$ cat src/dmr_defines.svh
// Constants for the DDR mode register programming block.
`ifndef DMR_DEFINES_SVH
`define DMR_DEFINES_SVH
`define DMR_ADDR_W       13
`define DMR_BA_W         2
`define DMR_BA_BASE      2'h0
`define DMR_BA_EXT       2'h1
`define DMR_BL_LSB       0
`define DMR_BL_MSB       2
`define DMR_BT_BIT       3
`define DMR_CL_LSB       4
`define DMR_CL_MSB       6
`define DMR_OPM_LSB      7
`define DMR_OPM_MSB      12
`define DMR_OPM_NORMAL   6'h00
`define DMR_OPM_DLLRST   6'h02
`define DMR_EXT_DLLDIS   0
`define DMR_EXT_DRVSEL   1
`define DMR_LOCK_CYCLES  200
`define DMR_CNT_W        8
`define DMR_AV_W         2
`define DMR_ADR_BASE     2'h0
`define DMR_ADR_EXT      2'h1
`define DMR_ADR_STAT     2'h2
`define DMR_STAT_RSV_BIT 2
`endif

$ cat src/dmr_pkg.sv
// Types shared by the DDR mode register programming block.
package dmr_pkg;
  typedef struct packed {
    logic [2:0] burst_len;
    logic       burst_type;
    logic [2:0] read_lat;
  } dmr_base_t;
  typedef struct packed {
    logic dll_disable;
    logic output_drive_select;
  } dmr_ext_t;
  typedef struct packed {
    logic        mrs;
    logic        self_ref_exit;
    logic [1:0]  ba;
    logic [12:0] addr;
  } dmr_cmd_t;
  typedef enum logic [1:0] {
    DMR_NORMAL,
    DMR_DLL_RESET,
    DMR_RESERVED
  } dmr_mode_t;
endpackage : dmr_pkg

$ cat src/dmr_mode_regs.sv
// Mode and extended mode register block of a DDR memory device.
//
// The register addresses and the Avalon-MM interface to the registers are this design's own decisions.
`timescale 1ns/1ns
`include "dmr_defines.svh"
module dmr_mode_regs #(
  parameter int LOCK_CYCLES = `DMR_LOCK_CYCLES
) (
  input  wire logic                  sys_clk,
  input  wire logic                  resetn,
  input  wire dmr_pkg::dmr_cmd_t     cmd,
  input  wire logic [`DMR_AV_W-1:0]  avs_address,
  input  wire logic                  avs_read,
  input  wire logic                  avs_write,
  input  wire logic [31:0]           avs_writedata,
  output logic [31:0]                avs_readdata,
  output logic                       avs_waitrequest,
  output dmr_pkg::dmr_base_t         base_mode,
  output dmr_pkg::dmr_ext_t          ext_mode,
  output logic                       dll_enabled,
  output logic                       dll_locking,
  output logic                       reserved_seen
);
  typedef struct packed {
    dmr_pkg::dmr_base_t base;
    dmr_pkg::dmr_ext_t  ext;
    logic               dll_en;
    logic               locking;
    logic               rsv;
    logic               ack;
    logic [31:0]        rdata;
  } dmr_state_t;
  dmr_state_t st_q;
  dmr_state_t st_d;

  logic [5:0]         opm;
  logic               is_base;
  logic               is_ext;
  logic               tmr_start;
  logic               tmr_busy;
  dmr_pkg::dmr_mode_t mode;

  assign opm     = cmd.addr[`DMR_OPM_MSB:`DMR_OPM_LSB];
  assign is_base = cmd.mrs && (cmd.ba == `DMR_BA_BASE);
  assign is_ext  = cmd.mrs && (cmd.ba == `DMR_BA_EXT);

  always_comb
  begin
    if (opm == `DMR_OPM_NORMAL)
    begin
      mode = dmr_pkg::DMR_NORMAL;
    end
    else if (opm == `DMR_OPM_DLLRST)
    begin
      mode = dmr_pkg::DMR_DLL_RESET;
    end
    else
    begin
      mode = dmr_pkg::DMR_RESERVED;
    end
  end

  assign tmr_start = is_base && (mode == dmr_pkg::DMR_DLL_RESET)
                     && st_q.dll_en;

  dmr_lock_timer #(
    .CYCLES (LOCK_CYCLES)
  ) u_lock (
    .sys_clk (sys_clk),
    .resetn  (resetn),
    .start   (tmr_start),
    .busy    (tmr_busy)
  );

  always_comb
  begin
    st_d         = st_q;
    st_d.locking = tmr_busy;
    st_d.ack     = 1'b0;
    if (is_base)
    begin
      case (mode)
        dmr_pkg::DMR_NORMAL, dmr_pkg::DMR_DLL_RESET:
        begin
          st_d.base.burst_len  = cmd.addr[`DMR_BL_MSB:`DMR_BL_LSB];
          st_d.base.burst_type = cmd.addr[`DMR_BT_BIT];
          st_d.base.read_lat   = cmd.addr[`DMR_CL_MSB:`DMR_CL_LSB];
        end
        default:
        begin
          st_d.rsv = 1'b1;
        end
      endcase
    end
    else if (is_ext)
    begin
      st_d.ext.dll_disable         = cmd.addr[`DMR_EXT_DLLDIS];
      st_d.ext.output_drive_select = cmd.addr[`DMR_EXT_DRVSEL];
      st_d.dll_en                  = !cmd.addr[`DMR_EXT_DLLDIS];
    end
    if (cmd.self_ref_exit && !is_ext)
    begin
      st_d.dll_en          = 1'b1;
      st_d.ext.dll_disable = 1'b0;
    end
    if ((avs_read || avs_write) && !st_q.ack)
    begin
      st_d.ack = 1'b1;
      if (avs_address == `DMR_ADR_BASE)
      begin
        st_d.rdata = {25'h0, st_q.base};
      end
      else if (avs_address == `DMR_ADR_EXT)
      begin
        st_d.rdata = {30'h0, st_q.ext};
      end
      else if (avs_address == `DMR_ADR_STAT)
      begin
        st_d.rdata = {29'h0, st_q.rsv, st_q.locking, st_q.dll_en};
      end
      else
      begin
        st_d.rdata = 32'h0;
      end
    end
    // A write lands at the edge that ends the transfer.
    if (avs_write && st_q.ack && (avs_address == `DMR_ADR_STAT)
        && avs_writedata[`DMR_STAT_RSV_BIT])
    begin
      st_d.rsv = 1'b0;
    end
    if (is_base && mode == dmr_pkg::DMR_RESERVED)
    begin
      st_d.rsv = 1'b1;
    end
  end

  always_ff @(posedge sys_clk)
  begin
    if (!resetn)
    begin
      st_q.dll_en    <= 1'b0;
      st_q.locking   <= 1'b0;
      st_q.rsv       <= 1'b0;
      st_q.ack       <= 1'b0;
      st_q.rdata     <= 32'h0;
      st_q.base      <= '0;
      st_q.ext       <= '0;
    end
    else
    begin
      st_q <= st_d;
    end
  end

  assign avs_readdata    = st_q.rdata;
  assign avs_waitrequest = !st_q.ack;
  assign base_mode       = st_q.base;
  assign ext_mode        = st_q.ext;
  assign dll_enabled     = st_q.dll_en;
  assign dll_locking     = st_q.locking;
  assign reserved_seen   = st_q.rsv;

  a_lock_start_busy: assert property (@(posedge sys_clk)
    disable iff (!resetn)
    tmr_start |=> ##1 dll_locking)
    else $error("lock wait not started");
  a_base_load: assert property (@(posedge sys_clk)
    disable iff (!resetn)
    is_base && mode == dmr_pkg::DMR_NORMAL
    |=> base_mode.burst_len == $past(cmd.addr[`DMR_BL_MSB:`DMR_BL_LSB])
        && base_mode.burst_type == $past(cmd.addr[`DMR_BT_BIT])
        && base_mode.read_lat == $past(cmd.addr[`DMR_CL_MSB:`DMR_CL_LSB]))
    else $error("base not loaded");
  a_ext_load: assert property (@(posedge sys_clk)
    disable iff (!resetn)
    is_ext
    |=> ext_mode.dll_disable == $past(cmd.addr[`DMR_EXT_DLLDIS])
        && ext_mode.output_drive_select == $past(cmd.addr[`DMR_EXT_DRVSEL]))
    else $error("ext not loaded");
  a_ext_hold: assert property (@(posedge sys_clk)
    disable iff (!resetn)
    !is_ext && !cmd.self_ref_exit |=> $stable(ext_mode))
    else $error("ext changed");
  a_srx_dll_on: assert property (@(posedge sys_clk)
    disable iff (!resetn)
    cmd.self_ref_exit && !is_ext |=> dll_enabled)
    else $error("loop not re-enabled");
  a_base_hold: assert property (@(posedge sys_clk)
    disable iff (!resetn)
    !is_base |=> $stable(base_mode))
    else $error("base changed");
  a_rsv_flag: assert property (@(posedge sys_clk)
    disable iff (!resetn)
    is_base && mode == dmr_pkg::DMR_RESERVED
    |=> reserved_seen && $stable(base_mode))
    else $error("reserved not flagged");
  a_dll_bit: assert property (@(posedge sys_clk)
    disable iff (!resetn)
    is_ext |=> dll_enabled == !$past(cmd.addr[`DMR_EXT_DLLDIS]))
    else $error("loop enable wrong");
endmodule : dmr_mode_regs

$ cat src/dmr_lock_timer.sv
// Counts clock cycles after a loop reset until the loop is locked.
`timescale 1ns/1ns
`include "dmr_defines.svh"
module dmr_lock_timer #(
  parameter int CYCLES = `DMR_LOCK_CYCLES
) (
  input  wire logic sys_clk,
  input  wire logic resetn,
  input  wire logic start,
  output logic      busy
);
  typedef struct packed {
    logic [`DMR_CNT_W-1:0] cnt;
    logic                  busy;
  } dmr_tmr_t;
  dmr_tmr_t st_q;
  dmr_tmr_t st_d;

  always_comb
  begin
    st_d = st_q;
    if (start)
    begin
      st_d.cnt  = CYCLES[`DMR_CNT_W-1:0];
      st_d.busy = 1'b1;
    end
    else if (st_q.busy)
    begin
      st_d.cnt = st_q.cnt - 1'b1;
      if (st_q.cnt == `DMR_CNT_W'(1))
      begin
        st_d.busy = 1'b0;
      end
    end
  end

  always_ff @(posedge sys_clk)
  begin
    if (!resetn)
    begin
      st_q <= '0;
    end
    else
    begin
      st_q <= st_d;
    end
  end

  assign busy = st_q.busy;
endmodule : dmr_lock_timer

$ cat config.mk
export PLATFORM = sky130hd
export DESIGN_NAME = dmr_mode_regs
export DESIGN_NICKNAME = d
export VERILOG_FILES = /design/src/dmr_pkg.sv /design/src/dmr_mode_regs.sv /design/src/dmr_lock_timer.sv
export VERILOG_INCLUDE_DIRS = /design/src /design/src/src
export SDC_FILE = /design/constraint.sdc
export NUM_CORES = 1
export LEC_CHECK = 0
export BUFFER_PORTS_ARGS = -buffer_cell sky130_fd_sc_hd__buf_2
export CAP_MARGIN = 10
export CORE_MARGIN = 10
export CORE_UTILIZATION = 46
export DETAILED_ROUTE_END_ITERATION = 8
export MAX_ROUTING_LAYER = met4
export PLACE_DENSITY = 0.91
export SYNTH_ARGS = -nofsm -noshare
export SYNTH_HDL_FRONTEND = slang
export SYNTH_SLANG_ARGS = --single-unit
export TNS_END_PERCENT = 100
$ cat constraint.sdc
create_clock -name sys_clk -period 2.54 [get_ports sys_clk]
set_input_delay 0.508 -clock sys_clk [delete_from_list [all_inputs] [get_ports sys_clk]]
set_output_delay 0.508 -clock sys_clk [all_outputs]
set_load 0.005 [all_outputs]
==> results.json <==
{
  "die_w_um": 79.01,
  "ir_worst_vdd_uv": 283.0,
  "yosys_warnings": 0,
  "cpMaxStageDelayCell": "or4b_1",
  "vias": 1342,
  "initial_core_util": 0.4762,
  "critical_path_class": "flop to flop",
  "yosys.area.top_type": "dfxtp_1",
  "num_rows": 21,
  "layout-drive-gt1-share": 0.2830,
  "routed_wl_mm": 3.870,
  "portBuffers": 43,
  "synth_ff_type": "dfxtp_1",
  "skew_ps": 9.044,
  "nFillCells": 337,
  "avgRoutedWirePerCell_um": 15.00,
  "max_clock_freq_mhz": 593.5,
  "grt-ovfl-total": 0,
  "cts_max_level": 2,
  "finalCritPeriodShare": 0.6633,
  "critPathMaxStageDelay_ps": 580,
  "hold_end": "ext_mode[0]",
  "reg2reg_from": "u_lock.busy",
  "hold_path.startpoint": "cmd[1]",
  "setup_viol": 0,
  "netlist_area_um2": 1602,
  "cts_buffer_depth": 2,
  "synth_area_leaders": "dfxtp_1 (36%), buf_4 (19%), a21oi_1 (7.2%)",
  "netlist_instances": 182,
  "drv_slew": 0,
  "avgSynthCellArea_um2": 8.800,
  "numCtsBuffers": 5,
  "cp_max_fo": 8,
  "grt_pass1_wl_mm": 6.279,
  "ys_seq_area_frac": 0.3625,
  "clock_sinks": 29,
  "hold_path_depth": 3,
  "crit_path_start_kind": "flop",
  "antenna_found_initial": 0,
  "synth-edff-count": 0,
  "hold_ws_ps": 431.8,
  "ant_nets": 0,
  "async_flop_share": 0,
  "arrival_ps": 1950,
  "rsz0062_at_grt": "no",
  "synth_common_cells": "buf_4 (41), dfxtp_1 (29), a21oi_1 (23)",
  "fp.dieH_um": 79.01,
  "grt_max_degree": 21,
  "startpoint": "u_lock.busy",
  "yosys.cell_count.top_type": "buf_4",
  "ctsHoldBuffers": 0,
  "grt_pass1_vias": 1374,
  "grt_use_total": 0.1253,
  "clock_latency_ps": 330,
  "drt_first_pass_iters": 4,
  "r2r-end": "u_lock.st_q[6]",
  "power_density_nw_per_um2": 552.5,
  "drt_first_iter_violations": 117,
  "cts_resized": 0,
  "synth_seq_cells": 29,
  "finalSetupTns_ps": 0,
  "period_minus_slack_ps": 1685,
  "critical-path-top-delay-family": "simple AND/OR/NAND/NOR gates",
  "finalHoldViolations": 0,
  "worstPathBufferInverterCount": 0,
  "gp_congestion": 0.7873,
  "crit_cells": 3,
  "ff2ff_path_depth": 3,
  "max_slew_margin": 0.5827,
  "drc": 0,
  "synth_top_area_share": 0.3625,
  "critPathRequiredTime_ps": 2810,
  "synthDistinctLibCells": 38,
  "clk_pin_slew_ps": 90,
  "hp-class": "input pin to flop",
  "dp_hpwl_mm": 3.018,
  "outcome": "complete, no violations",
  "area_growth_pct": 7.969,
  "cts-root-buf": "clkbuf_4",
  "cts_setup_buffers": 0,
  "diodes": 0,
  "reg2reg_slack_ps": 860,
  "p_leak_nw": 0.7357,
  "coreArea_um2": 3363,
  "tightest_slew_ps": 625.2,
  "num_io_pins": 100,
  "tritoncts": "done",
  "die_area_um2": 6242,
  "crit_path_end_kind": "flop",
  "finalNetCount": 268,
  "cap_viol_max_count": 0,
  "path_cells": "or4b_1 > or4_1 > a21oi_1",
  "viasPerCell": 5.202
}
[worst max-delay path by stage]
stage                           endpoint  slack, ps
final                     u_lock.st_q[6]        860
after global routing      u_lock.st_q[6]        730
after CTS                 u_lock.st_q[6]        870
after floorplan           u_lock.st_q[7]        690
after global placement    u_lock.st_q[2]        540
after detailed placement     u_lock.busy        540
[cells by family (layout without fill, tap and decap cells)]
logic type               count (synthesis)  in the layout  synth area share
multiplexers                             4              4           0.02500
other                                    1             25          0.002342
adder cells (fa/ha/maj)                  2              2           0.01562
XOR/XNOR                                 2              2           0.01094
buffers and inverters                   52             58            0.2234
AO/OA/AOI/OAI                           46             46            0.1766
flip-flops                              29             29            0.3625
AND/OR/NAND/NOR                         46             46            0.1836
[where the power goes]
group          internal, mW  switching, mW
Clock                 0.234          0.165
Combinational        0.0337         0.0558
Sequential            0.462        0.00546
Total                 0.729          0.226
[per-stage QoR]
stage          worst slack, ps  std cells    util  instance area, um2  total power, mW
6_report                 855.2        258  0.5141                1729           0.9553
5_1_grt                  732.3        258  0.5141                1729           0.9951
4_1_cts                  866.7        258  0.5141                1729           0.9611
3_5_place_dp             537.4        250  0.4877                1640           0.5652
3_3_place_gp             542.6        250  0.4877                1640           0.5622
2_1_floorplan            687.9        206       -                1692           0.5547
[sequential cells by signal, indices dropped and copies added, names as in the netlist]
signal and flops:
u_lock.st_q 8, avs_readdata 7, base_mode 7, ext_mode 2
dll_enabled 1, dll_locking 1, reserved_seen 1, st_q 1
u_lock.busy 1
[placed cells by master (no fill, tap or decap), types with 2 or more instances in the layout]
cell type / count
a21oi_1: 23
a31oi_1: 2
buf_2: 43
buf_4: 2
clkbuf_4: 5
conb_1: 25
dfxtp_1: 29
ha_1: 2
inv_1: 5
mux2i_1: 4
nand2_1: 9
nand3_1: 4
nand4b_1: 8
nor2_1: 5
o21ai_0: 7
o31ai_1: 8
or2_2: 2
or3_1: 5
or4_1: 2
or4_4: 2
[layout make-up]
class / count / area [um2] / area share
clock buffer: 6 / 51.30 / 0.02967
clock inverter: 2 / 37.54 / 0.02171
inverter: 5 / 18.77 / 0.01085
multi-input combinational: 125 / 753.2 / 0.4356
sequential: 29 / 580.6 / 0.3357
tap: 46 / 57.56 / 0.03329
timing repair buffer: 45 / 230.2 / 0.1331
[per-layer routing]
metal / vias up / global-route usage / wire length (um)
li1: 644 / - / -
met1: 612 / 0.1441 / 1606
met2: 79 / 0.1909 / 1753
met3: 7 / 0.04505 / 438
met4: 0 / 0.05735 / 72
met5: - / - / 0
[worst register-to-register path, delay by kind of cell, from the launching register on]
kind | cells | cell delay [ps]
AO/OA/AOI/OAI | 1 | 150
flip-flops | 1 | 470
AND/OR/NAND/NOR | 2 | 1010
Power figures use the tool's default switching activity.
